## src/rtl/dip_pkg.sv

```systemverilog
// Constants and register map for the DAC input port and serial control block
// Contract
// - Select low lets serial clock shift data
// - Select high ignores clock, output floats
// - Input bits captured on rising clock edge
// - Output bits launched on falling clock edge
// - Port A used only in dual mode
// - Samples are signed two's complement codes
// - Single mode takes samples from port B
// - Dual mode outputs A then B next cycle
// - Divided clock rate and drive from clock_output_config
// - Zero code is mid-scale current split
// - Power-down while power_down_n is low
// - Test outputs steered by test_output_control_a and test_output_control_b
// - Command byte: read bit, seven address bits
// - Write stores data; read shifts register out
// - Address increments until low bits 0x1F
// - Reset clears registers, 0x08 resets to 0x08
package dip_pkg;
  localparam int unsigned SAMPLE_WIDTH = 16;
  localparam int unsigned REG_COUNT = 32;
  localparam int unsigned ADDR_WIDTH = 7;
  localparam logic [6:0] ADDR_CLOCK_OUTPUT_CONFIG = 7'h02;
  localparam logic [6:0] ADDR_PORT_MODE = 7'h03;
  localparam logic [6:0] ADDR_SPECIAL = 7'h08;
  localparam logic [6:0] ADDR_TEST_OUTPUT_CONTROL_A = 7'h18;
  localparam logic [6:0] ADDR_TEST_OUTPUT_CONTROL_B = 7'h19;
  localparam logic [4:0] ADDR_LOW_LAST = 5'h1f;
  localparam logic [7:0] REG_RESET_VALUE = 8'h00;
  localparam logic [7:0] REG_SPECIAL_RESET = 8'h08;
  localparam int unsigned BIT_RATE_SEL = 0;
  localparam int unsigned BIT_DRIVE_HIGH = 1;
  localparam int unsigned BIT_TERM_EN = 2;
  localparam int unsigned BIT_DUAL_PORT = 0;
  localparam int unsigned BIT_TEST_ENABLE = 0;
  localparam logic [2:0] BIT_LAST = 3'h7;
  localparam logic [1:0] TEST_SEL_DATA_CLOCK = 2'h0;
  localparam logic [1:0] TEST_SEL_SAMPLE_STROBE = 2'h1;
  localparam logic [1:0] TEST_SEL_POWER_STATE = 2'h2;
  localparam logic [15:0] CODE_MIDSCALE = 16'h0000;
  localparam logic [15:0] CODE_SIGN_FLIP = 16'h8000;
  localparam logic [1:0] DIV_QUARTER_TOGGLE = 2'h1;
  typedef enum logic [1:0] {PH_COMMAND, PH_DATA} dip_phase_type;
endpackage : dip_pkg

```

## src/rtl/dip_top.sv

```systemverilog
// DAC input ports, sample interleaver, divided clock and serial register port
`timescale 1ns/1ps
module dip_top #(
  parameter int unsigned SAMPLE_WIDTH = dip_pkg::SAMPLE_WIDTH
) (
  input wire logic clk_sys,
  input wire logic reset,
  input wire logic serial_select_n,
  input wire logic serial_clock,
  input wire logic serial_data_in,
  output logic serial_data_out,
  output logic serial_data_out_oe,
  input wire logic power_down_n,
  input wire logic input_data_clock,
  input wire logic [SAMPLE_WIDTH-1:0] port_a_data,
  input wire logic [SAMPLE_WIDTH-1:0] port_b_data,
  output logic signed [SAMPLE_WIDTH-1:0] dac_code,
  output logic [SAMPLE_WIDTH-1:0] analog_current_output,
  output logic sample_strobe,
  output logic divided_clock_out,
  output logic divided_clock_drive_high,
  output logic divided_clock_term_en,
  output logic test_output,
  output logic powered_down
);
  localparam int unsigned SW = SAMPLE_WIDTH;

  // Two-stage synchronisers plus one history stage for edge detection
  logic [2:0] cs_s_q, sck_s_q, dck_s_q;
  logic [1:0] sdi_s_q, pd_s_q;
  logic [SW-1:0] pa_s1_q, pa_s2_q, pb_s1_q, pb_s2_q;
  always_ff @(posedge clk_sys) begin
    cs_s_q <= {cs_s_q[1:0], serial_select_n};
    sck_s_q <= {sck_s_q[1:0], serial_clock};
    dck_s_q <= {dck_s_q[1:0], input_data_clock};
    sdi_s_q <= {sdi_s_q[0], serial_data_in};
    pd_s_q <= {pd_s_q[0], power_down_n};
    pa_s1_q <= port_a_data;
    pa_s2_q <= pa_s1_q;
    pb_s1_q <= port_b_data;
    pb_s2_q <= pb_s1_q;
  end

  logic cs_n, sck_rise, sck_fall, dck_edge;
  assign cs_n = cs_s_q[1];
  assign sck_rise = sck_s_q[1] & ~sck_s_q[2] & ~cs_n;
  assign sck_fall = ~sck_s_q[1] & sck_s_q[2] & ~cs_n;
  assign dck_edge = dck_s_q[1] ^ dck_s_q[2];

  // Serial register port
  logic [7:0] regs_q [dip_pkg::REG_COUNT];
  logic [7:0] regs_d [dip_pkg::REG_COUNT];
  dip_pkg::dip_phase_type phase_q, phase_d;
  logic [2:0] bit_cnt_q, bit_cnt_d;
  logic [6:0] shift_in_q, shift_in_d;
  logic [7:0] shift_out_q, shift_out_d;
  logic [6:0] addr_q, addr_d;
  logic read_q, read_d;
  logic sdo_q, sdo_d, sdo_oe_q, sdo_oe_d;

  // Addresses beyond the array read zero and drop writes
  function automatic logic [7:0] reg_read(input logic [6:0] a,
                                          input logic [7:0] r [dip_pkg::REG_COUNT]);
    if (a < 7'(dip_pkg::REG_COUNT)) begin
      reg_read = r[a[4:0]];
    end else begin
      reg_read = dip_pkg::REG_RESET_VALUE;
    end
  endfunction : reg_read

  always_comb begin
    logic [7:0] byte_in;
    logic [6:0] next_addr;
    byte_in = {shift_in_q, sdi_s_q[1]};
    next_addr = addr_q;
    regs_d = regs_q;
    phase_d = phase_q;
    bit_cnt_d = bit_cnt_q;
    shift_in_d = shift_in_q;
    shift_out_d = shift_out_q;
    addr_d = addr_q;
    read_d = read_q;
    sdo_d = sdo_q;
    sdo_oe_d = ~cs_n;
    if (cs_n) begin
      phase_d = dip_pkg::PH_COMMAND;
      bit_cnt_d = '0;
      sdo_d = 1'b0;
    end else if (sck_rise) begin
      shift_in_d = byte_in[6:0];
      bit_cnt_d = bit_cnt_q + 3'h1;
      if (bit_cnt_q == dip_pkg::BIT_LAST) begin
        if (phase_q == dip_pkg::PH_COMMAND) begin
          read_d = byte_in[7];
          addr_d = byte_in[6:0];
          phase_d = dip_pkg::PH_DATA;
          shift_out_d = reg_read(byte_in[6:0], regs_q);
        end else begin
          if (!read_q && addr_q < 7'(dip_pkg::REG_COUNT)) begin
            regs_d[addr_q[4:0]] = byte_in;
          end
          if (addr_q[4:0] != dip_pkg::ADDR_LOW_LAST) begin
            next_addr = addr_q + 7'h01;
          end
          addr_d = next_addr;
          shift_out_d = reg_read(next_addr, regs_q);
        end
      end
    end else if (sck_fall) begin
      if (read_q && phase_q == dip_pkg::PH_DATA) begin
        sdo_d = shift_out_q[7];
        shift_out_d = {shift_out_q[6:0], 1'b0};
      end else begin
        sdo_d = 1'b0;
      end
    end
  end

  always_ff @(posedge clk_sys) begin
    if (reset) begin
      for (int i = 0; i < int'(dip_pkg::REG_COUNT); i++) begin
        regs_q[i] <= dip_pkg::REG_RESET_VALUE;
      end
      regs_q[dip_pkg::ADDR_SPECIAL[4:0]] <= dip_pkg::REG_SPECIAL_RESET;
      phase_q <= dip_pkg::PH_COMMAND;
      bit_cnt_q <= '0;
      shift_in_q <= '0;
      shift_out_q <= '0;
      addr_q <= '0;
      read_q <= 1'b0;
      sdo_q <= 1'b0;
      sdo_oe_q <= 1'b0;
    end else begin
      regs_q <= regs_d;
      phase_q <= phase_d;
      bit_cnt_q <= bit_cnt_d;
      shift_in_q <= shift_in_d;
      shift_out_q <= shift_out_d;
      addr_q <= addr_d;
      read_q <= read_d;
      sdo_q <= sdo_d;
      sdo_oe_q <= sdo_oe_d;
    end
  end

  // Sample path: clk_sys stands in for the sample clock
  logic [7:0] clk_cfg, port_mode, test_a, test_b;
  assign clk_cfg = regs_q[dip_pkg::ADDR_CLOCK_OUTPUT_CONFIG[4:0]];
  assign port_mode = regs_q[dip_pkg::ADDR_PORT_MODE[4:0]];
  assign test_a = regs_q[dip_pkg::ADDR_TEST_OUTPUT_CONTROL_A[4:0]];
  assign test_b = regs_q[dip_pkg::ADDR_TEST_OUTPUT_CONTROL_B[4:0]];

  logic dual_mode, pd_active;
  assign dual_mode = port_mode[dip_pkg::BIT_DUAL_PORT];
  assign pd_active = ~pd_s_q[1];

  logic signed [SW-1:0] code_q, code_d, held_b_q, held_b_d;
  logic pend_b_q, pend_b_d, strobe_q, strobe_d;
  logic [1:0] div_cnt_q, div_cnt_d;
  logic dck_out_q, dck_out_d, test_q, test_d;

  always_comb begin
    code_d = code_q;
    held_b_d = held_b_q;
    pend_b_d = 1'b0;
    strobe_d = 1'b0;
    div_cnt_d = div_cnt_q + 2'h1;
    dck_out_d = dck_out_q;
    if (pd_active) begin
      code_d = dip_pkg::CODE_MIDSCALE;
      div_cnt_d = '0;
      dck_out_d = 1'b0;
    end else begin
      if (dck_edge) begin
        strobe_d = 1'b1;
        if (dual_mode) begin
          code_d = $signed(pa_s2_q);
          held_b_d = $signed(pb_s2_q);
          pend_b_d = 1'b1;
        end else begin
          code_d = $signed(pb_s2_q);
        end
      end else if (pend_b_q) begin
        code_d = held_b_q;
        strobe_d = 1'b1;
      end
      // Divided output toggles every cycle for half rate, every second for quarter
      if (clk_cfg[dip_pkg::BIT_RATE_SEL] || div_cnt_q[0] == dip_pkg::DIV_QUARTER_TOGGLE[0]) begin
        dck_out_d = ~dck_out_q;
      end
    end
    // Timing is simplified to a digital monitor of the selected source
    case (test_b[1:0])
      dip_pkg::TEST_SEL_DATA_CLOCK: test_d = dck_s_q[1];
      dip_pkg::TEST_SEL_SAMPLE_STROBE: test_d = strobe_q;
      dip_pkg::TEST_SEL_POWER_STATE: test_d = pd_active;
      default: test_d = 1'b0;
    endcase
    test_d = test_d & test_a[dip_pkg::BIT_TEST_ENABLE];
  end

  always_ff @(posedge clk_sys) begin
    if (reset) begin
      code_q <= dip_pkg::CODE_MIDSCALE;
      held_b_q <= dip_pkg::CODE_MIDSCALE;
      pend_b_q <= 1'b0;
      strobe_q <= 1'b0;
      div_cnt_q <= '0;
      dck_out_q <= 1'b0;
      test_q <= 1'b0;
    end else begin
      code_q <= code_d;
      held_b_q <= held_b_d;
      pend_b_q <= pend_b_d;
      strobe_q <= strobe_d;
      div_cnt_q <= div_cnt_d;
      dck_out_q <= dck_out_d;
      test_q <= test_d;
    end
  end

  // Output stage registers; offset code puts zero at half of full scale
  logic [SW-1:0] level_q;
  logic drive_q, term_q, pd_q;
  always_ff @(posedge clk_sys) begin
    if (reset) begin
      level_q <= dip_pkg::CODE_SIGN_FLIP;
      drive_q <= 1'b0;
      term_q <= 1'b0;
      pd_q <= 1'b0;
    end else begin
      level_q <= code_d ^ dip_pkg::CODE_SIGN_FLIP;
      drive_q <= clk_cfg[dip_pkg::BIT_DRIVE_HIGH];
      term_q <= clk_cfg[dip_pkg::BIT_TERM_EN];
      pd_q <= pd_active;
    end
  end

  assign serial_data_out = sdo_q;
  assign serial_data_out_oe = sdo_oe_q;
  assign dac_code = code_q;
  assign analog_current_output = level_q;
  assign sample_strobe = strobe_q;
  assign divided_clock_out = dck_out_q;
  assign divided_clock_drive_high = drive_q;
  assign divided_clock_term_en = term_q;
  assign test_output = test_q;
  assign powered_down = pd_q;
endmodule : dip_top

```

## config.mk

```make
export PLATFORM = sky130hd
export DESIGN_NAME = dip_top
export DESIGN_NICKNAME = d
export VERILOG_FILES = /design/src/rtl/dip_pkg.sv /design/src/rtl/dip_top.sv
export SDC_FILE = /design/constraint.sdc
export NUM_CORES = 1
export LEC_CHECK = 0
export ABC_AREA = 1
export BUFFER_PORTS_ARGS = -buffer_cell sky130_fd_sc_hd__buf_2
export CELL_PAD_IN_SITES_DETAIL_PLACEMENT = 0
export CELL_PAD_IN_SITES_GLOBAL_PLACEMENT = 2
export CORE_ASPECT_RATIO = 0.8
export CORE_MARGIN = 4
export CORE_UTILIZATION = 35
export CTS_CLUSTER_DIAMETER = 50
export DETAILED_ROUTE_END_ITERATION = 12
export PLACE_DENSITY = 0.78
export SLEW_MARGIN = 0
export SYNTH_ARGS = -nofsm -noshare
export SYNTH_HDL_FRONTEND = slang
export SYNTH_SLANG_ARGS = --single-unit
```

## constraint.sdc

```tcl
create_clock -name clk_sys -period 3.1 [get_ports clk_sys]
set_clock_uncertainty 0.15 [all_clocks]
set_input_delay 0.31 -clock clk_sys [delete_from_list [all_inputs] [get_ports clk_sys]]
set_output_delay 0.31 -clock clk_sys [all_outputs]
set_load 0.01 [all_outputs]
```

* After elaboration in Yosys (flattened, before gate mapping) *
Index checks and enable logic that the tools add are counted.

cells by class
  add/subtract/negate cells = 3
  $lt $le $gt $ge = 7
  eq/ne operators = 5
  multiplexer cells = 31
  bitwise operators = 18
  reduce and logical (&&, ||, !) cells = 20

operators with widths
  operator                                                                       number
  256-bit bitwise mux                                                            1
  8-bit two-way mux                                                              12
  8-bit binary-select mux with 5-bit select                                      2
  16-bit two-way mux                                                             4
  7-bit two-way mux                                                              6
  8-bit demux with 5-bit select                                                  1
  7-bit by 6-bit less-than comparator with 1-bit output (second input constant)  3
  6-bit >= comparator (second input constant)                                    3
  5-bit NOT with 6-bit output                                                    3
  1-bit NOT                                                                      9
  3-bit AND reduction                                                            3
  4-bit AND reduction                                                            2
  7-bit by 1-bit adder with 7-bit output (second input constant)                 1
  6-bit by 1-bit less-than comparator with 1-bit output (second input constant)  1
  1-bit AND                                                                      5
  5-bit != test (second input constant)                                          1
  5-bit AND reduction                                                            1
  2-bit logical NOT                                                              2
  1-bit two-way mux                                                              4
  2-bit AND reduction                                                            2
  2-bit nonzero test                                                             2
  2-bit OR reduction                                                             2
  3-bit by 1-bit adder with 3-bit output (second input constant)                 1
  3-bit equality test (second input constant)                                    1
  other kinds (10)                                                               12

storage, ports and cells
  register bits = 418
  input port bits = 39
  output and inout port bits = 40
  logic and storage cells = 144

* Depth between registers and ports, before layout *
Gate-level depths: netlist of the first run.

  depth in word-level cells = 14
  depth in mapped cells = 17
  mapped depth without buffers = 15

* Least setup slack after synthesis of the first run *
No wires, ideal clock.

  path type = flip-flop to flip-flop
  from = register addr_q[0]
  to = register shift_out_q[4]
  setup time = 132 ps
  arrival time = 2,142 ps
  required time = 2,818 ps
  setup slack = 676 ps
  cell stages (with the launch flop) = 17
  path buffers = 2
  period minus slack after synthesis = 2,424 ps
  cells stage by stage = dfxtp_1 > ha_1 > nand2_1 > nor2_4 > nand2_1 > nand2_1 > buf_2 > clkbuf_1 > nand3_1 > nand3_1 > nand3_1 > nand3_1 > nand2_1 > nand2_1 > nand2_1 > nand2_1 > a21oi_1

on the way
  longest elaborated chain between the ends = 14
  elaborated cells on any way between the ends = 16
  classes of those cells = 1 x add/sub; 1 x order compare; 1 x eq/ne; 12 x mux; 1 x bitwise

ends and longest elaborated chain
  item                                                                            line                            source
  start: declaration                                                              dip_top.sv:57                   logic [6:0] addr_q, addr_d;
  start signal: assignment                                                        dip_top.sv:139                  addr_q <= addr_d;
  7-bit by 1-bit adder with 7-bit output / 5-bit != test (equally long branches)  dip_top.sv:103, dip_top.sv:102
  7-bit two-way mux (*)                                                           dip_top.sv:102                  if (addr_q[4:0] != dip_pkg::ADDR_LOW_LAST) begin
  7-bit two-way mux (*)                                                           dip_top.sv:93                   if (phase_q == dip_pkg::PH_COMMAND) begin
  7-bit two-way mux (*)                                                           dip_top.sv:92                   if (bit_cnt_q == dip_pkg::BIT_LAST) begin
  7-bit two-way mux (*)                                                           dip_top.sv:89                   end else if (sck_rise) begin
  7-bit two-way mux (*)                                                           dip_top.sv:85                   if (cs_n) begin
  5-bit NOT with 6-bit output (implied by the code)                               dip_top.sv:65                   reg_read = r[a[4:0]];
  8-bit binary-select mux with 5-bit select                                       dip_top.sv:65
  8-bit two-way mux (implied by the code) (2 in series)                           dip_top.sv:65
  8-bit two-way mux (*)                                                           dip_top.sv:64                   if (a < 7'(dip_pkg::REG_COUNT)) begin
  8-bit two-way mux (*)                                                           dip_top.sv:93
  8-bit two-way mux (*)                                                           dip_top.sv:92
  8-bit two-way mux (*)                                                           dip_top.sv:89
  end signal: assignment                                                          dip_top.sv:138                  shift_out_q <= shift_out_d;
  end: declaration                                                                dip_top.sv:56                   logic [7:0] shift_out_q, shift_out_d;

Every way passes the cells marked *; elsewhere a longest branch is shown, timed or not. The select of a mux whose other input is x is not followed.
A chain may end at the register's enable or synchronous reset.

* Final worst setup path of the first run *
  from = register addr_q[0]
  to = register shift_out_q[1]

The elaborated chain is that of the path after synthesis.

==> results of run 1 <==
[cells in the final DEF, fill, tap and decap left out, types with 2 or more instances in the layout]
master	n
o21ai_0	425
nor2_2	2
clkinv_4	4
nor2_1	148
nand2_2	5
o21ai_1	4
o22ai_1	33
dlygate4sd3_1	37
nand2_1	432
inv_2	9
clkbuf_8	8
clkinv_1	11
clkinvlp_4	2
dfxtp_1	400
buf_4	78
ha_1	6
clkbuf_1	6
buf_12	17
o221ai_1	13
a21oi_1	327
buf_2	78
clkbuf_16	51
clkinv_2	5
inv_6	9
a211oi_1	2
bufinv_16	7
inv_1	126
nor2_4	2
nor3_1	8
o211ai_1	18
a31oi_1	21
nand2_4	2
nand3_1	323
or2_2	3
[power by group through the flow]
stage                     clock, mW  sequential [mW]  combinational [mW]
after floorplan                   0             5.37               0.380
after global placement            0             5.39               0.647
after detailed placement          0             5.39               0.647
after CTS                      6.41             5.28               0.685
after global routing           6.61             5.28               0.749
final                          6.26             5.28               0.690
[worst paths after layout]
kind | end | from
hold reg to reg | pb_s2_q[5] | pb_s1_q[5]
setup reg to reg | shift_out_q[1] | addr_q[0]
hold / removal | shift_out_q[5] | reset
setup / recovery | shift_out_q[1] | addr_q[0]
[layout make-up]
| class | count | share of cell area |
|---|---|---|
| timing repair buffer | 211 | 0.07915 |
| clock buffer | 65 | 0.06553 |
| tap | 684 | 0.03981 |
| clock inverter | 27 | 0.01729 |
| multi-input combinational | 1787 | 0.3975 |
| sequential | 402 | 0.3746 |
| inverter | 148 | 0.02619 |
[repair_timing]
item	in CTS	in global routing
hold endpoints to repair	37	0
endpoints found under the setup margin	0	1
resized for setup	0	3
hold buffers	37	0
[kinds of logic after synthesis]
| kind of cell | Yosys count | synth area share |
|---|---|---|
| AO/OA/AOI/OAI | 850 | 0.2454 |
| XOR/XNOR | 2 | 0.0009668 |
| adder cells (fa/ha/maj) | 6 | 0.004142 |
| buffers and inverters | 374 | 0.08575 |
| flip-flops | 402 | 0.4441 |
| AND/OR/NAND/NOR | 929 | 0.2196 |
[layer usage]
metal  vias up  track usage  part of all wire
met3       108      0.04264             0.082
li1       8799            -                 -
met4         0      0.07324             0.026
met5         -            0                 0
met1      8644       0.3593              0.47
met2       730       0.3676              0.42
[through the flow]
step                area (µm²)  hold slack (ns)  utilization  total power, mW
floorplan                18120           0.1596            -            5.754
global route             21500          0.07498       0.4206            12.64
finish                   21500          0.09337       0.4206            12.23
global placement         19340           0.1597       0.3784            6.038
CTS                      21490          0.04802       0.4205            12.37
detailed placement       19340           0.1621       0.3784            6.040
[worst max-delay path, delay by kind of cell (launching register included)]
| family | cells | cell delay (ns) |
|---|---|---|
| fa+ha+maj | 1 | 0.32 |
| flops | 1 | 0.33 |
| buf+inv | 4 | 0.70 |
| compound gates | 2 | 0.15 |
| simple gates | 9 | 1.08 |
[state kept, by name, summed over array words and instances, names as in the netlist, 16 cells and up]
register / count
pb_s2_q: 16
held_b_q: 16
dac_code: 16
regs_q: 224
pb_s1_q: 16
pa_s1_q: 16
pa_s2_q: 16
==> impl_metrics.yaml, run 1 <==
status:
  status: "complete, no violations"
clocking:
  post_cts_buffers: 0
  clk_latency_ns: 0.59
  clkSinkCount: 402
  cts_buffers: 49
  cts_root_buffer: "clkbuf_16"
  clkSlewWorstSetupHoldPaths_ns: 0.06
  clockBufferDepth: 3
  cts_max_level: 2
  cts_tree: "done"
routing:
  wirelength_um: 69670
  firstDrtPassIters: 7
  drc: 0
  postRouteAntennaNets: 0
  routedWlPerCell_um: 20.96
  vias_per_cell: 5.500
  num_vias: 18281
  drtIter0Drc: 1752
grt:
  antenna_found_initial: 1
  grt_max_degree: 83
  grt_pass1_wl_um: 106400
  grt_usage: 0.2445
  grt_pass1_vias: 17080
  grt.overflow.total: 0
synthesis:
  synthCells: 2563
  yosysWarnings: 0
  synth_edf_count: 0
  ys_ff_latch: 402
  synth.most_common_cell: "nand2_1"
  yosysTopAreaCellShare: 0.4441
  syn-num-nets: 2608
  synth_top_cell_by_area: "dfxtp_1"
  synthDistinctLibCells: 36
  synthArstFlopShare: 0
  yosysSeqAreaShare: 0.4441
  synth_area_um2: 18120
  synthTopCellsByCount: "nand2_1 (433), o21ai_0 (426), dfxtp_1 (402)"
  synthTopCellsByArea: "dfxtp_1 (44%), o21ai_0 (12%), a21oi_1 (9.0%)"
  synth_ff_type: "dfxtp_1"
  syn_area_per_cell_um2: 7.071
power_and_ir_drop:
  p_sw_mw: 2.952
  power_density_nw_per_um2: 569.0
  seq_power_share: 0.432
  pwr-share-clk: 0.512
  swShare: 0.2413
  comb_power_share: 0.056
  internal-power_mw: 9.281
  p_leak_nw: 8.266
  ir_drop_mv: 0.3846
setup_path:
  ff2ff_path_depth: 16
  slowest_stage: "dfxtp_1"
  worst_ep_arrival_time_ns: 3.16
  crit_type: "reg2reg"
  cp-end-kind: "register"
  cp_slowest_stage_delay_ns: 0.33
  cp_max_fo: 44
  path_cells: "buf_4, inv_1, ha_1, o21ai_1, nand2_2, inv_2, buf_12, nand3_1, nand3_1, nand3_1, nand3_1, nand2_1, nand2_1, nand2_1, nand2_1, a21oi_1"
  critPathLaunchType: "register"
  required_ns: 3.39
  rrSetupSlack_ns: 0.23
place:
  post-place-ws_ns: 0.2639
  hpwlAfterDp_um: 44070
  place_congestion: 0.8798
  io_buffer_count: 78
  dp_cells: 3195
timing:
  hold_violations: 0
  post-route-min-period_ns: 2.869
  finalWorstSetupSlack_ns: 0.2312
  rsz0062_at_grt: "no"
  tightest_slew_ns: 0.8554
  setup-violations-final: 0
  fmaxAchievable_mhz: 348.6
  drv_slew: 0
  period_share: 0.9254
  maxSlewHeadroom: 0.4291
  fin_setup_tns_ns: 0
layout:
  finalNonFillerCells: 3324
  multi_input_area_um2: 8544
  regArea_um2: 8053
  nFillCells: 5319
  diodes: 0
  nets: 2644
  drive_above_1_share: 0.1110
  syn_to_final_growth_pct: 18.63
floorplan:
  dieArea_um2: 55510
  num_io_pins: 79
  die_x_um: 262.4
  core_area_um2: 51110
  rows: 74
  initial_core_util: 0.3546
  dieHeight_um: 211.5
flow_run:
  drv_cap: 0
hold_path:
  worstHoldPathType: "in2reg"
  holdPathStages: 2
Note: power is estimated with default switching activity, not from simulation.
==> run 2, diff against run 1 <==
--- a/config.mk
+++ b/config.mk
@@ -7,14 +7,11 @@
 export LEC_CHECK = 0
 export ABC_AREA = 1
 export BUFFER_PORTS_ARGS = -buffer_cell sky130_fd_sc_hd__buf_2
-export CELL_PAD_IN_SITES_DETAIL_PLACEMENT = 0
-export CELL_PAD_IN_SITES_GLOBAL_PLACEMENT = 2
 export CORE_ASPECT_RATIO = 0.8
-export CORE_MARGIN = 4
-export CORE_UTILIZATION = 35
+export CORE_UTILIZATION = 48
 export CTS_CLUSTER_DIAMETER = 50
 export DETAILED_ROUTE_END_ITERATION = 12
-export PLACE_DENSITY = 0.78
+export PLACE_DENSITY = 0.64
 export SLEW_MARGIN = 0
 export SYNTH_ARGS = -nofsm -noshare
 export SYNTH_HDL_FRONTEND = slang
==> impl_metrics.yaml, run 2 (same netlist as run 1, synthesis figures left out) <==
routing:
  drc: 0
  wirelength_um: 65630
  wl_met2_um: 27150
  top_layer_used: "met4"
  drt-met1-wl_um: 28750
  drtIter0Drc: 2788
  vias_per_cell: 6.004
  routedWlPerCell_um: 21.02
  num_vias: 18746
  postRouteAntennaNets: 0
  wl_met3_um: 7949
  firstDrtPassIters: 6
setup_path:
  cp_slowest_stage_delay_ns: 0.47
  cp_max_fo: 24
  critPathTopFamily: "simple AND/OR/NAND/NOR gates"
  cp-end-kind: "register"
  path_cells: "nand2_2, nor2_4, nand2_1, nand2_8, buf_4, nand2_1, nand3_1, nand3_1, nand3_1, nand3_1, nand2_1, nand2_1, nand2_1, nand2_1, a21oi_1"
  worst_ep_arrival_time_ns: 3.27
  required_ns: 3.46
  critPathLaunchType: "register"
  rrSetupSlack_ns: 0.19
  cp_num_buf_inv: 1
  slowest_stage: "dfxtp_1"
  cp_common_cell: "nand2_1"
  crit_type: "reg2reg"
place:
  post-place-ws_ns: 0.1133
  placedInstanceArea_um2: 19070
  place_congestion: 0.9583
  hpwlAfterDp_um: 41870
  io_buffer_count: 78
  dp_cells: 3007
timing:
  fmaxAchievable_mhz: 344.2
  period_share: 0.9372
  rsz0062_at_grt: "no"
  finalWorstSetupSlack_ns: 0.1947
  maxSlewHeadroom: 0.4160
  hold_violations: 0
  timing.hold.ws_ns: 0.08009
  drv_slew: 0
  fin_setup_tns_ns: 0
  post-route-min-period_ns: 2.905
  tightest_slew_ns: 0.8750
  setup-violations-final: 0
floorplan:
  dieArea_um2: 38540
  core_area_um2: 37130
  initial_core_util: 0.4881
  rows: 63
  dieHeight_um: 175.8
  num_io_pins: 79
  die_x_um: 219.2
clocking:
  cts_root_buffer: "clkbuf_16"
  clkSlewWorstSetupHoldPaths_ns: 0.06
  clockBufferDepth: 3
  cts_max_level: 2
  cts_buffers: 43
  cts_tree: "done"
  clk_latency_ns: 0.58
  clkSinkCount: 402
grt:
  grt_max_degree: 100
  grt_pass1_wl_um: 99260
  grt_usage: 0.3349
  grt_pass1_vias: 16815
  antenna_found_initial: 0
  grt.overflow.total: 0
layout:
  nets: 2647
  largest_reg_flops: 224
  layout_commonest_cell: "nand2_1"
  stdcell_area_um2: 20930
  nFillCells: 3493
  fin_util: 0.5637
  top_register: "regs_q"
  drive_above_1_share: 0.1093
  syn_to_final_growth_pct: 15.49
  diodes: 0
  final_cell_mix: "nand2_1 (431), o21ai_0 (426), dfxtp_1 (400)"
  finalNonFillerCells: 3122
power_and_ir_drop:
  power_mw: 11.29
  ir_drop_mv: 0.4499
  power_density_nw_per_um2: 539.6
  p_leak_nw: 8.123
status:
  status: "complete, no violations"
flow_run:
  drv_cap: 0
hold_path:
  worstHoldPathType: "in2reg"
[run 2: cell types whose count changed in the layout (fill, tap and decap cells not counted), sizes merged]
| cell | delta |
|---|---|
| bufinv | -4 |
| buf | +9 |
| clkbuf | -7 |
| clkinvlp | +3 |
| inv | -6 |
[run 2: what timing repair did]
action / CTS / global route
buffers inserted: 0 / 0
resized for setup: 0 / 5
hold buffers: 37 / 0
endpoints found under the setup margin: 0 / 4
hold endpoints to repair: 37 / 0
[run 2: final timing paths]
check,cells after the start,startpoint,end
worst max-delay path,15,addr_q[3],shift_out_q[5]
worst max register to register,15,addr_q[3],shift_out_q[5]
worst min register to register,0,pb_s1_q[0],pb_s2_q[0]
worst min-delay path,2,reset,addr_q[5]
[run 2: power by group]
part           leakage [nW]  total [mW]  internal [mW]  switching, mW
clock network         0.710        5.33           3.08           2.25
logic                  4.14       0.694          0.222          0.471
registers              3.27        5.27           5.24         0.0392
total                  8.12        11.3           8.53           2.76
[run 2: cell type report]
| cell class | instances | area, µm² | share of cell area |
|---|---|---|---|
| Clock inverter | 20 | 229.0 | 0.01094 |
| Clock buffer | 58 | 1234 | 0.05894 |
| Timing Repair Buffer | 220 | 1694 | 0.08094 |
| Sequential cell | 402 | 8053 | 0.3847 |
| Inverter | 148 | 563.0 | 0.02690 |
| Multi-Input combinational cell | 1787 | 8548 | 0.4084 |
| Tap cell | 487 | 609.3 | 0.02911 |
[run 2: per-layer routing]
metal,vias up,global-route usage
li1,8778,-
met1,8727,0.4918
met2,1107,0.4794
met3,134,0.07810
met4,0,0.1042
met5,-,0
